[config.mk]
export PLATFORM = sky130hd
export DESIGN_NAME = mtp_top
export DESIGN_NICKNAME = d
export VERILOG_FILES = /design/src/hw/mtp_pkg.sv /design/src/hw/mtp_pair.sv /design/src/hw/mtp_top.sv
export SDC_FILE = /design/constraint.sdc
export NUM_CORES = 1
export LEC_CHECK = 0
export BUFFER_PORTS_ARGS = -buffer_cell sky130_fd_sc_hd__buf_2
export CORE_ASPECT_RATIO = 1.2
export CORE_MARGIN = 10
export CORE_UTILIZATION = 30
export CTS_CLUSTER_DIAMETER = 60
export DETAILED_ROUTE_END_ITERATION = 12
export SLEW_MARGIN = 25
export SYNTH_ARGS = -nofsm -noshare
export SYNTH_HDL_FRONTEND = slang
export SYNTH_SLANG_ARGS = --single-unit
[constraint.sdc]
create_clock -name core_clk -period 2.55 [get_ports core_clk]
set_input_delay 0.255 -clock core_clk [delete_from_list [all_inputs] [get_ports core_clk]]
set_output_delay 0.255 -clock core_clk [all_outputs]
set_load 0.005 [all_outputs]
[src/hw/mtp_pkg.sv]
package mtp_pkg;
  localparam int unsigned CNT_W = 16;
  localparam int unsigned PINS  = 4;
  typedef enum logic [1:0] {MTP_NORMAL, MTP_COMP_PWM, MTP_RSYNC_PWM} mtp_mode_e;

  localparam logic [7:0] OFS_START    = 8'h00;
  localparam logic [7:0] OFS_START_A  = 8'h04;
  localparam logic [7:0] OFS_START_B  = 8'h08;
  localparam logic [7:0] OFS_MODE     = 8'h0c;
  localparam logic [7:0] OFS_OLC1     = 8'h10;
  localparam logic [7:0] OFS_OLC2     = 8'h14;
  localparam logic [7:0] OFS_GCA4     = 8'h18;
  localparam logic [7:0] OFS_GCA7     = 8'h1c;
  localparam logic [7:0] OFS_PERIOD   = 8'h20;
  localparam logic [7:0] OFS_ADCA4    = 8'h24;
  localparam logic [7:0] OFS_ADCB4    = 8'h28;
  localparam logic [7:0] OFS_ADCA7    = 8'h2c;
  localparam logic [7:0] OFS_ADCB7    = 8'h30;
  localparam logic [7:0] OFS_HIZ1     = 8'h34;
  localparam logic [7:0] OFS_HIZ2     = 8'h38;
  localparam logic [7:0] OFS_PFS      = 8'h3c;
  localparam logic [7:0] OFS_INT_STAT = 8'h40;
  localparam logic [7:0] OFS_INT_MASK = 8'h44;
  localparam logic [7:0] OFS_PIN_STAT = 8'h48;

  localparam int unsigned MODE1_LSB = 8;
  localparam int unsigned INT_TRIG4 = 0;
  localparam int unsigned INT_TRIG7 = 1;
  localparam int unsigned INT_ADC4  = 2;
  localparam int unsigned INT_ADC7  = 3;
  localparam int unsigned INT_HIZ   = 4;
  localparam int unsigned INT_W     = 5;

  localparam logic [CNT_W-1:0] PERIOD_RST = 16'hffff;
  localparam logic [CNT_W-1:0] CMP_RST    = 16'hffff;
  localparam logic [PINS-1:0]  PFS_RST    = 4'hf;
endpackage : mtp_pkg

[src/hw/mtp_pair.sv]
`timescale 1ns/10ps
module mtp_pair #(
  parameter int unsigned W = 16
) (
  input  wire logic              core_clk,
  input  wire logic              rst_n,
  input  wire logic              run_lead,
  input  wire logic              run_main,
  input  wire mtp_pkg::mtp_mode_e mode,
  input  wire logic [W-1:0]      period,
  input  wire logic [W-1:0]      gen_cmp_a,
  input  wire logic [W-1:0]      conv_cmp_a,
  input  wire logic [W-1:0]      conv_cmp_b,
  input  wire logic [1:0]        init_level,
  output logic [1:0]             pin_level,
  output logic                   cmp_trig,
  output logic                   conv_trig
);
  import mtp_pkg::*;

  typedef struct packed {
    logic [W-1:0] lead_cnt;
    logic [W-1:0] main_cnt;
    logic [W-1:0] sub_cnt;
    logic [1:0]   lvl;
    logic         trig;
    logic         conv;
  } mtp_pair_s;

  mtp_pair_s st;
  mtp_pair_s next_st;
  logic      pwm_mode;
  logic      m_own;
  logic      m_other;

  ////////////////////////////////////////////////////////////////////////
  always_comb begin
    next_st  = st;
    pwm_mode = (mode == MTP_COMP_PWM) || (mode == MTP_RSYNC_PWM);
    m_own    = run_main && (st.main_cnt == gen_cmp_a);
    // complementary mode compares compare-a against the lead and sub counters too
    m_other  = (mode == MTP_COMP_PWM) && run_main &&
               ((st.lead_cnt == gen_cmp_a) || (st.sub_cnt == gen_cmp_a));
    next_st.trig = m_own || m_other;
    next_st.conv = run_main && ((st.main_cnt == conv_cmp_a) ||
                                (st.main_cnt == conv_cmp_b));
    if (run_lead) begin
      next_st.lead_cnt = (st.lead_cnt >= period) ? '0 : st.lead_cnt + 1'b1;
    end
    if (run_main) begin
      next_st.main_cnt = (st.main_cnt >= period) ? '0 : st.main_cnt + 1'b1;
      next_st.sub_cnt  = (st.sub_cnt == '0) ? period : st.sub_cnt - 1'b1;
    end
    if (!run_main) begin
      if (pwm_mode) begin
        next_st.lvl = init_level;
      end else begin
        next_st.lvl = st.lvl;
      end
    end else if (pwm_mode) begin
      if (st.main_cnt == '0) begin
        next_st.lvl = 2'b01;
      end else if (m_own || m_other) begin
        next_st.lvl = 2'b10;
      end
    end else if (m_own) begin
      next_st.lvl = ~st.lvl;
    end
  end

  always_ff @(posedge core_clk) begin
    if (!rst_n) begin
      st <= '0;
    end else begin
      st <= next_st;
    end
  end

  assign pin_level = st.lvl;
  assign cmp_trig  = st.trig;
  assign conv_trig = st.conv;
endmodule : mtp_pair

[src/hw/mtp_top.sv]
// The register offsets and the APB interface to the registers were decided locally.
`timescale 1ns/10ps
module mtp_top #(
  parameter int unsigned W = mtp_pkg::CNT_W
) (
  input  wire logic                 core_clk,
  input  wire logic                 rst_n,
  input  wire logic                 psel,
  input  wire logic                 penable,
  input  wire logic                 pwrite,
  input  wire logic [7:0]           paddr,
  input  wire logic [31:0]          pwdata,
  output logic [31:0]               prdata,
  output logic                      pready,
  output logic                      pslverr,
  input  wire logic                 hiz_request,
  output logic [mtp_pkg::PINS-1:0]  timer_io_pin_out,
  output logic [mtp_pkg::PINS-1:0]  timer_io_pin_oe,
  output logic                      ch_four_compare_trigger,
  output logic                      ch_seven_compare_trigger,
  output logic                      conv_start_trigger_4,
  output logic                      conv_start_trigger_7,
  output logic                      irq
);
  import mtp_pkg::*;

  typedef struct packed {
    logic [3:0]        run;
    mtp_mode_e         mode0;
    mtp_mode_e         mode1;
    logic [1:0]        olc1;
    logic [1:0]        olc2;
    logic [W-1:0]      gca4;
    logic [W-1:0]      gca7;
    logic [W-1:0]      period;
    logic [W-1:0]      adca4;
    logic [W-1:0]      adcb4;
    logic [W-1:0]      adca7;
    logic [W-1:0]      adcb7;
    logic              hiz1;
    logic              hiz2;
    logic [PINS-1:0]   pfs;
    logic [INT_W-1:0]  int_stat;
    logic [INT_W-1:0]  int_mask;
    logic [1:0]        hiz_prev;
    logic [31:0]       rdata;
    logic              err;
  } mtp_top_s;

  mtp_top_s          st;
  mtp_top_s          next_st;
  logic [1:0]        lvl0;
  logic [1:0]        lvl1;
  logic              trg4;
  logic              trg7;
  logic              adc4;
  logic              adc7;
  logic [1:0]        hiz_act;
  logic              setup;
  logic              wr_acc;
  logic              hit;
  logic [31:0]       rd;
  logic [INT_W-1:0]  evt;
  logic [PINS-1:0]   pin_float;

  ////////////////////////////////////////////////////////////////////////
  mtp_pair #(.W(W)) u_pair0 (
    .core_clk   (core_clk),
    .rst_n      (rst_n),
    .run_lead   (st.run[0]),
    .run_main   (st.run[1]),
    .mode       (st.mode0),
    .period     (st.period),
    .gen_cmp_a  (st.gca4),
    .conv_cmp_a (st.adca4),
    .conv_cmp_b (st.adcb4),
    .init_level (st.olc1),
    .pin_level  (lvl0),
    .cmp_trig   (trg4),
    .conv_trig  (adc4)
  );

  mtp_pair #(.W(W)) u_pair1 (
    .core_clk   (core_clk),
    .rst_n      (rst_n),
    .run_lead   (st.run[2]),
    .run_main   (st.run[3]),
    .mode       (st.mode1),
    .period     (st.period),
    .gen_cmp_a  (st.gca7),
    .conv_cmp_a (st.adca7),
    .conv_cmp_b (st.adcb7),
    .init_level (st.olc2),
    .pin_level  (lvl1),
    .cmp_trig   (trg7),
    .conv_trig  (adc7)
  );

  ////////////////////////////////////////////////////////////////////////
  // pins float whenever control is enabled and the request stands
  assign hiz_act   = {st.hiz2 && hiz_request, st.hiz1 && hiz_request};
  assign pin_float = {{2{hiz_act[1]}}, {2{hiz_act[0]}}};
  assign timer_io_pin_out = {lvl1, lvl0};
  // function select does not shield a pin from floating
  assign timer_io_pin_oe  = st.pfs & ~pin_float;

  assign ch_four_compare_trigger  = trg4;
  assign ch_seven_compare_trigger = trg7;
  assign conv_start_trigger_4     = adc4;
  assign conv_start_trigger_7     = adc7;

  ////////////////////////////////////////////////////////////////////////
  always_comb begin
    setup  = psel && !penable;
    wr_acc = psel && penable && pwrite;
    hit    = 1'b1;
    rd     = '0;
    case (paddr)
      OFS_START:    rd[3:0] = st.run;
      OFS_START_A:  rd[1:0] = st.run[1:0];
      OFS_START_B:  rd[1:0] = st.run[3:2];
      OFS_MODE: begin
        rd[1:0]                 = st.mode0;
        rd[MODE1_LSB+1:MODE1_LSB] = st.mode1;
      end
      OFS_OLC1:     rd[1:0] = st.olc1;
      OFS_OLC2:     rd[1:0] = st.olc2;
      OFS_GCA4:     rd[W-1:0] = st.gca4;
      OFS_GCA7:     rd[W-1:0] = st.gca7;
      OFS_PERIOD:   rd[W-1:0] = st.period;
      OFS_ADCA4:    rd[W-1:0] = st.adca4;
      OFS_ADCB4:    rd[W-1:0] = st.adcb4;
      OFS_ADCA7:    rd[W-1:0] = st.adca7;
      OFS_ADCB7:    rd[W-1:0] = st.adcb7;
      OFS_HIZ1:     rd[0] = st.hiz1;
      OFS_HIZ2:     rd[0] = st.hiz2;
      OFS_PFS:      rd[PINS-1:0] = st.pfs;
      OFS_INT_STAT: rd[INT_W-1:0] = st.int_stat;
      OFS_INT_MASK: rd[INT_W-1:0] = st.int_mask;
      OFS_PIN_STAT: rd[7:0] = {2'b00, hiz_act, lvl1, lvl0};
      default:      hit = 1'b0;
    endcase
  end

  always_comb begin
    next_st = st;
    evt     = '0;
    evt[INT_TRIG4] = trg4;
    evt[INT_TRIG7] = trg7;
    evt[INT_ADC4]  = adc4;
    evt[INT_ADC7]  = adc7;
    evt[INT_HIZ]   = |(hiz_act & ~st.hiz_prev);
    next_st.hiz_prev = hiz_act;
    if (setup) begin
      next_st.rdata = rd;
      next_st.err   = !hit;
    end
    if (wr_acc && hit) begin
      case (paddr)
        OFS_START:    next_st.run = pwdata[3:0];
        OFS_START_A:  next_st.run[1:0] = pwdata[1:0];
        OFS_START_B:  next_st.run[3:2] = pwdata[1:0];
        OFS_MODE: begin
          next_st.mode0 = mtp_mode_e'(pwdata[1:0]);
          next_st.mode1 = mtp_mode_e'(pwdata[MODE1_LSB+1:MODE1_LSB]);
        end
        OFS_OLC1:     next_st.olc1 = pwdata[1:0];
        OFS_OLC2:     next_st.olc2 = pwdata[1:0];
        OFS_GCA4:     next_st.gca4 = pwdata[W-1:0];
        OFS_GCA7:     next_st.gca7 = pwdata[W-1:0];
        OFS_PERIOD:   next_st.period = pwdata[W-1:0];
        OFS_ADCA4:    next_st.adca4 = pwdata[W-1:0];
        OFS_ADCB4:    next_st.adcb4 = pwdata[W-1:0];
        OFS_ADCA7:    next_st.adca7 = pwdata[W-1:0];
        OFS_ADCB7:    next_st.adcb7 = pwdata[W-1:0];
        OFS_HIZ1:     next_st.hiz1 = pwdata[0];
        OFS_HIZ2:     next_st.hiz2 = pwdata[0];
        OFS_PFS:      next_st.pfs = pwdata[PINS-1:0];
        OFS_INT_STAT: next_st.int_stat = st.int_stat & ~pwdata[INT_W-1:0];
        OFS_INT_MASK: next_st.int_mask = pwdata[INT_W-1:0];
        default:      next_st.err = st.err;
      endcase
    end
    // a new event wins over a clear in the same cycle
    next_st.int_stat = next_st.int_stat | evt;
  end

  always_ff @(posedge core_clk) begin
    if (!rst_n) begin
      st        <= '0;
      st.mode0  <= MTP_NORMAL;
      st.mode1  <= MTP_NORMAL;
      st.gca4   <= CMP_RST;
      st.gca7   <= CMP_RST;
      st.period <= PERIOD_RST;
      st.adca4  <= CMP_RST;
      st.adcb4  <= CMP_RST;
      st.adca7  <= CMP_RST;
      st.adcb7  <= CMP_RST;
      st.pfs    <= PFS_RST;
    end else begin
      st <= next_st;
    end
  end

  assign prdata  = st.rdata;
  assign pready  = 1'b1;
  assign pslverr = psel && penable && st.err;
  assign irq     = |(st.int_stat & st.int_mask);
endmodule : mtp_top

Yosys cells after proc, flatten, opt, wreduce, memory -nomap -nowiden
Index checks and enable logic that the tools add are counted.
{"block": "word_totals", "register_bits": 263}
{"block": "op_classes", "addsub": 6, "n_lt_le_gt_ge": 4, "n_eq_ne": 35, "mux": 33, "bitwise": 10, "reduce_logical": 58}
{"operator": "equality test 16 bit", "count": 10}
{"operator": "2-to-1 mux 16 bit", "count": 6}
{"operator": "adder 16 x 1 -> 16 bit, second input constant", "count": 4}
{"operator": "equality test 8 x 6 -> 1 bit, second input constant", "count": 8}
{"operator": "greater-or-equal comparator 16 bit", "count": 4}
{"operator": "logical NOT 16 bit", "count": 4}
{"operator": "one-hot mux 6 bit (7 select lines)", "count": 1}
{"operator": "equality test 8 x 5 -> 1 bit, second input constant", "count": 4}
{"operator": "AND reduction 2 bit", "count": 16}
{"operator": "subtractor 16 x 1 -> 16 bit, second input constant", "count": 2}
{"operator": "equality test 8 x 7 -> 1 bit, second input constant", "count": 3}
{"operator": "2-to-1 mux 2 bit", "count": 12}
{"operator": "one-hot mux 2 bit (12 select lines)", "count": 1}
{"operator": "one-hot mux 3 bit (8 select lines)", "count": 1}
{"operator": "OR reduction 19 bit", "count": 1}
{"operator": "one-hot mux 1 bit (18 select lines)", "count": 1}
{"operator": "OR reduction 18 bit", "count": 1}
{"operator": "equality test 8 x 4 -> 1 bit, second input constant", "count": 2}
{"operator": "one-hot mux 1 bit (16 select lines)", "count": 1}
{"operator": "one-hot mux 2 bit (8 select lines)", "count": 1}
{"operator": "logical AND 1 bit", "count": 15}
{"operator": "AND 5 bit", "count": 2}
{"operator": "2-to-1 mux 10 bit", "count": 1}
{"operator": "2-to-1 mux 5 bit", "count": 2}
{"operator": "21 further kinds", "count": 43}

Depth between registers and ports, before layout
Gate-level depths: netlist of the first run.
{"block": "logic_depth", "word_depth": 8, "depth_mapped": 10, "ltp_nobuf": 8}

Hierarchy
From an unflattened synthesis of the first run, not the netlist that was laid out.
{"block": "hier_totals", "hier_cells": 2079, "area_unflattened_um2": 16584.7}
{"module": "mtp_pair", "instances": 2, "cells_each": 569, "area_each_um2": 4536.9}
{"module": "mtp_top", "instances": 1, "cells_each": 941, "area_each_um2": 7511.0}

Worst setup path after synthesis of the first run
Ideal clock, no wire load.
{"block": "synth_timing", "path_type": "register to register", "startpoint": "register u_pair0.st[20] (netlist bit)", "endpoint": "register u_pair0.st[26] (netlist bit)", "setup_time_ns": 0.117, "arrival_ns": 2.350, "required_ns": 2.433, "setup_slack_ns": 0.082, "stages_incl_launch_ff": 11, "n_path_buf": 2, "period_less_slack_ns": 2.468, "cell_sequence": "dfxtp_1 > clkbuf_1 > inv_1 > ha_1 > nand2b_1 > a21o_1 > a211oi_1 > or4_1 > a32oi_1 > buf_2 > nor2_1"}
{"block": "synth_via", "elab_chain_cells": 2}
{"item": "start, declared", "line": "mtp_pair.sv:30", "rtl": "mtp_pair_s st;"}
{"item": "start signal, assigned", "line": "mtp_pair.sv:75", "rtl": "st <= next_st;"}
{"item": "adder 16 x 1 -> 16 bit / greater-or-equal comparator 16 bit (equally long branches)", "line": "mtp_pair.sv:51", "rtl": "next_st.main_cnt = (st.main_cnt >= period) ? '0 : st.main_cnt + 1'b1;"}
{"item": "2-to-1 mux 16 bit (*)", "line": "mtp_pair.sv:51"}
Every way passes the cells marked *; elsewhere a longest branch is shown, timed or not.
A chain may end at the register's enable or synchronous reset.

Worst setup path in the final report of the first run
{"block": "layout_timing", "startpoint": "register st[128] (netlist name)", "endpoint": "register u_pair0.st[48] (netlist bit)"}
{"block": "layout_via", "elab_chain_cells": 2}
{"item": "greater-or-equal comparator 16 bit", "line": "mtp_pair.sv:48", "rtl": "next_st.lead_cnt = (st.lead_cnt >= period) ? '0 : st.lead_cnt + 1'b1;"}
{"item": "2-to-1 mux 16 bit", "line": "mtp_pair.sv:48"}
No other way between the ends.

==> qor.csv, run 1 <==
metric;value;unit
synthArstFlopShare;0;
fin_skew;0.0105;ns
dr.pass1.iters;6;
r2r-start;st[128]$_SDFFE_PN1P_;
p_leak;7.90;nW
hpwl;46.2;mm
power.internal;7.04;mW
ctsRootBufferMaster;clkbuf_16;
cp.required;3.06;ns
htreeDepth;1;
p_sw_frac;0.244;
setup_tns;0;ns
synth-seq-cells;263;
die_area;63700;µm²
grt_pass1_wl;92.8;mm
diodes;0;
nNetsFinal;2185;
drt-total-wl;63.0;mm
area_delta_synth_final;14.5;%
grt_start_max_net_pins;80;
tightest_slew;0.786;ns
seq_area_frac_synth;0.325;
reg2reg_to;u_pair0.st[48]$_SDFFE_PN0P_;
drtAntennaViolNets;0;
placed_area;17500;µm²
first_global_vias;14700;
core-area;53500;µm²
cap_violations;0;
final_cell_area;18500;µm²
vias;15400;
reg2reg_depth;9;
max_freq;423;MHz
period_share;0.928;
synth_edf_count;0;
hp-class;in2reg;
layout_commonest_cell;nand2_1;
path_class;reg2reg;
synth_area_per_cell;7.97;µm²
crit_chain;inv_1 -> ha_1 -> a21o_1 -> a21o_1 -> a21o_1 -> nor4b_1 -> a32oi_1 -> buf_4 -> nor2_1;
p_comb_frac;0.049;
clk_pin_slew_worst_paths;0.06;ns
crit_path_frequent_cell;a21o_1;
r2r_slack;0.18;ns
clk_path_buf_depth;3;
switching_power;2.27;mW
yosysUniqueCellTypes;86;
worst_ep_arrival_time;2.88;ns
cts_setup_buffers;0;
routedWlPerCell;22.5;µm
drv_slew;0;
num_io_pins;93;
remaining_drc_errors;0;
drive_above_1_share;0.133;
rows;93;
status;finished clean;
num-fill-cells;5623;
die_width;232;µm
min_period;2.37;ns
vias_per_cell;5.50;
worstPathMaxFanout;16;
io_buffers;59;
rsz0062_at_grt;false;
cp-start-kind;flop;
powerDensity;502;nW/µm²
initial_core_util;0.303;
yosysWarnings;0;
cts_sinks;263;
antenna_found_initial;1;
hold_depth;2;
slew_headroom;0.476;
hold_end;st[100]$_SDFFE_PN1P_;
layout_common_cells;nand2_1, dfxtp_1, nand3_1;
p_clk_frac;0.508;
setup_viol;0;
place.gp.congestion;0.971;
endpoint_kind;flop;
yosys_most_used_dff;dfxtp_1;
cts_tree;yes;
ctsHoldBuffers;0;
numCtsBuffers;31;
die_h;275;µm
seqPwrFrac;0.443;
grt_usage;0.190;
syn_area;16200;µm²
overflow;0;
slowest_stage;inv_1;
drtIter0Drc;1794;
ctsResizeCount;0;
slowest_delay;0.33;ns
insertion_delay;0.58;ns
hold_viol;0;
ir_drop;0.468;mV
hold_ws;0.0379;ns
min_from;rst_n;
synthCells;2032;
==> per-stage QoR <==
step | power, mW | cells | setup WS, ns | util
3_3_place_gp | 4.66 | 2742 | 0.180 | 0.326
2_1_floorplan | 4.49 | 2047 | 0.0824 | -
6_report | 9.32 | 2797 | 0.184 | 0.346
5_1_grt | 9.56 | 2797 | 0.0739 | 0.346
3_5_place_dp | 4.66 | 2742 | 0.213 | 0.326
4_1_cts | 9.36 | 2797 | 0.256 | 0.346
==> synthesized netlist by cell type (5+ instances only) <==
master      n  area (µm²)
o21ai_1     9        45.0
o22ai_1    13        81.3
a21oi_1    53         265
dfxtp_1   263        5270
ha_1       76         951
a222oi_1    6        60.1
nand2b_1   12        75.1
nor3_1     27         135
a22o_1      6        52.6
nor2b_1    17         106
nor4b_1     6        52.6
and4_1      8        70.1
a22oi_1    19         143
nor2_1    119         447
clkbuf_1  109         409
nand2_1   342        1280
or4_1       6        45.0
a21o_1     29         218
nand3_1   164         821
and3_1     18         113
or2_2       5        31.3
o21a_1      8        60.1
mux2i_1    22         220
buf_4      44         330
a211oi_1   11        82.6
nand4_1    52         325
nand3b_1    9        67.6
o211ai_1   26         195
xor2_1    119        1040
a21boi_0   31         233
o21ai_0    63         315
inv_1      38         143
a32oi_1     9        78.8
a221oi_1    7        61.3
and2_1      6        37.5
a21boi_1    7        52.6
nor4_1     35         219
buf_2      43         215
xnor2_1   101         885
buf_1       6        22.5
==> area by class of cell <==
class / instances / area (µm²) / area share
Tap cell: 712 / 891 / 0.0480
Clock inverter: 16 / 216 / 0.0117
Timing Repair Buffer: 189 / 1340 / 0.0723
Multi-Input combinational cell: 1540 / 9840 / 0.530
Clock buffer: 39 / 856 / 0.0461
Sequential cell: 263 / 5270 / 0.284
Inverter: 38 / 143 / 0.00769
==> kinds of logic after synthesis <==
group,share of synthesized area
fa+ha+maj,0.0587
buf+inv,0.0715
mux,0.0198
xor+xnor,0.119
simple gates,0.267
other cells,0.000463
compound gates,0.139
flops,0.325
==> routing by layer <==
layer / vias to the layer above / track usage / share of wire
li1: 7090 / - / -
met3: 184 / 0.0301 / 0.077
met2: 729 / 0.308 / 0.46
met4: 0 / 0.109 / 0.061
met1: 7385 / 0.235 / 0.40
met5: - / 0 / 0
==> how the worst max path moves through the flow <==
stage	startpoint	to	slack (ns)	depth (start not counted)
finish	st[128]$_SDFFE_PN1P_	u_pair0.st[48]$_SDFFE_PN0P_	0.18	9
global route	u_pair1.st[20]$_SDFFE_PN0P_	u_pair1.pin_level[1]$_SDFFE_PN0P_	0.07	7
CTS	u_pair1.st[20]$_SDFFE_PN0P_	u_pair1.st[20]$_SDFFE_PN0P_	0.26	9
detailed placement	paddr[2]	prdata[13]$_SDFFE_PN0P_	0.21	8
global placement	paddr[2]	prdata[13]$_SDFFE_PN0P_	0.18	8
floorplan	u_pair0.st[20]$_SDFFE_PN0P_	u_pair0.st[26]$_SDFFE_PN0P_	0.08	10
==> state kept, by name, summed over array words and instances (netlist names), 2 cells and up <==
signal             count
u_pair1.st            48
u_pair0.st            48
st                   143
u_pair0.pin_level      2
u_pair1.pin_level      2
prdata                16
==> worst max-delay path, delay by kind of cell, from the launching register on <==
| family | cells | cell delay, ns |
|---|---|---|
| and+or+nand+nor | 2 | 0.44 |
| DFF | 1 | 0.31 |
| AOI/OAI and AO/OA | 4 | 0.67 |
| adders and majority gates | 1 | 0.32 |
| buffers and inverters | 2 | 0.54 |
==> power by group through the flow <==
stage	logic (mW)	clock network, mW	registers, mW
2_1_floorplan	0.273	0	4.21
3_3_place_gp	0.439	0	4.22
4_1_cts	0.444	4.79	4.13
6_report	0.459	4.73	4.13
5_1_grt	0.477	4.96	4.13
3_5_place_dp	0.442	0	4.22
Note: power is estimated with default switching activity, not from simulation.
==> run 2, diff against run 1 <==
CORE_UTILIZATION = 40   (was 30)
CTS_BUF_LIST = sky130_fd_sc_hd__clkbuf_8   (was unset)
==> run 2 against run 1 <==
  * Sequential share of layout area is 0.61 points higher
  * Clock skew is 0.020 ns higher
  * Fmax is 1.1% higher
  * Via count hardly changed
  * Routed wire length is 3.1% lower
  * Non-clock buffer count is 13 lower
  * Combinational power is 2% lower
  * Total power is 5.1% lower
  * Setup slack better by 0.026 ns
  * Largest power group unchanged
==> qor.csv, run 2 (synthesis results as in run 1) <==
metric;value;unit
fin_util;0.455;
first_global_vias;15000;
die_h;240;µm
antenna_found_initial;1;
drtAntennaViolNets;0;
p_leak;7.89;nW
cp_top_family;simple AND/OR/NAND/NOR gates;
dr.pass1.iters;5;
slowest_delay;0.54;ns
status;finished clean;
endpoint_kind;flop;
layout_common_cells;nand2_1, dfxtp_1, nand3_1;
cts_setup_buffers;0;
remaining_drc_errors;0;
grt_usage;0.243;
power.internal;6.63;mW
grt_pass1_wl;91.6;mm
cts_sinks;263;
setup_tns;0;ns
max_freq;427;MHz
hold_viol;0;
top_regs;st (143), u_pair0.st (48), u_pair1.st (48);
worstPathMaxFanout;16;
drive_above_1_share;0.135;
p_clk_frac;0.482;
path_class;reg2reg;
p_sw_frac;0.250;
largest_reg_flops;143;
insertion_delay;0.60;ns
num-fill-cells;3952;
largest-register;st;
vias;15400;
core-area;39900;µm²
io_buffers;59;
ctsResizeCount;0;
cp.depth;9;
numCtsBuffers;46;
nNetsFinal;2187;
htreeDepth;2;
area_delta_synth_final;12.1;%
powerDensity;487;nW/µm²
tightest_slew;0.658;ns
drt-total-wl;61.0;mm
min_period;2.34;ns
dpl_worst_slack;0.220;ns
clk_path_buf_depth;3;
cp.required;3.02;ns
layout_commonest_cell;nand2_1;
die_area;49000;µm²
place.gp.congestion;0.958;
cp-start-kind;flop;
seqPwrFrac;0.467;
fin_ws;0.210;ns
seqCellArea;5270;µm²
ctsHoldBuffers;0;
cap_violations;0;
rsz0062_at_grt;false;
initial_core_util;0.406;
slew_headroom;0.557;
slowest_stage;dfxtp_1;
clk_pin_slew_worst_paths;0.06;ns
ir_drop;0.350;mV
hold_depth;3;
drv_slew;0;
worst_ep_arrival_time;2.81;ns
cts_tree;yes;
rows;80;
ctsRootBufferMaster;clkbuf_8;
switching_power;2.21;mW
hpwl;44.7;mm
reg2reg_depth;9;
drtIter0Drc;1637;
multiInputGateArea;9840;µm²
die_width;204;µm
vias_per_cell;5.84;
crit_chain;inv_1 -> ha_1 -> nand2b_1 -> a21o_1 -> a211oi_1 -> or4_1 -> a32oi_1 -> buf_4 -> nor2_1;
fin_skew;0.0304;ns
grt_start_max_net_pins;87;
period_share;0.918;
num_io_pins;93;
setup_viol;0;
crit_buf_inv;2;
p_comb_frac;0.051;
hp-class;in2reg;
routedWlPerCell;23.2;µm
overflow;0;
run 2: path summary, 6_finish.rpt:
check / from / to / slack (ns)
worst max register to register: u_pair1.st[20]$_SDFFE_PN0P_ / u_pair1.st[22]$_SDFFE_PN0P_ / 0.21
worst min-delay path: pwdata[12] / st[95]$_SDFFE_PN1P_ / 0.05
worst max-delay path: u_pair1.st[20]$_SDFFE_PN0P_ / u_pair1.st[22]$_SDFFE_PN0P_ / 0.21
worst min register to register: prdata[1]$_SDFFE_PN0P_ / prdata[1]$_SDFFE_PN0P_ / 0.45
run 2: layout make-up:
type / count / share of cell area
Sequential cell: 263 / 0.290
Timing Repair Buffer: 176 / 0.0684
Clock buffer: 59 / 0.0447
Clock inverter: 26 / 0.0105
Tap cell: 533 / 0.0367
Antenna cell: 1 / 0.000138
Inverter: 38 / 0.00786
Multi-Input combinational cell: 1540 / 0.542
run 2: per-stage QoR:
stage               total power [mW]  instance area, µm²  hold slack [ns]  instances
finish                          8.84               18200           0.0470       2636
global route                    9.09               18200           0.0399       2636
CTS                             8.88               18200           0.0213       2635
detailed placement              4.66               17200            0.443       2550
global placement                4.66               17200            0.442       2550
floorplan                       4.49               16300            0.379       2047
run 2: power by group through the flow:
| stage | sequential (mW) | combinational (mW) | clock, mW |
|---|---|---|---|
| 3_3_place_gp | 4.22 | 0.435 | 0 |
| 4_1_cts | 4.13 | 0.438 | 4.31 |
| 5_1_grt | 4.13 | 0.472 | 4.49 |
| 3_5_place_dp | 4.22 | 0.438 | 0 |
| 6_report | 4.13 | 0.451 | 4.26 |
| 2_1_floorplan | 4.21 | 0.273 | 0 |
run 2: layer usage:
layer  part of all wire  wire (µm)  vias up  track usage
met2               0.47      28900      711        0.406
met1               0.39      23700     7388        0.286
met5                  0          0        -            0
met3              0.078       4770      183       0.0443
li1                   -          -     7102            -
met4              0.060       3640        0        0.139
run 2: worst reg2reg max path: cells and delay by family, from the launching register on:
family / cells / cell delay [ns]
simple gates: 3 / 0.66
buf+inv: 2 / 0.37
fa+ha+maj: 1 / 0.28
flops: 1 / 0.54
compound gates: 3 / 0.38
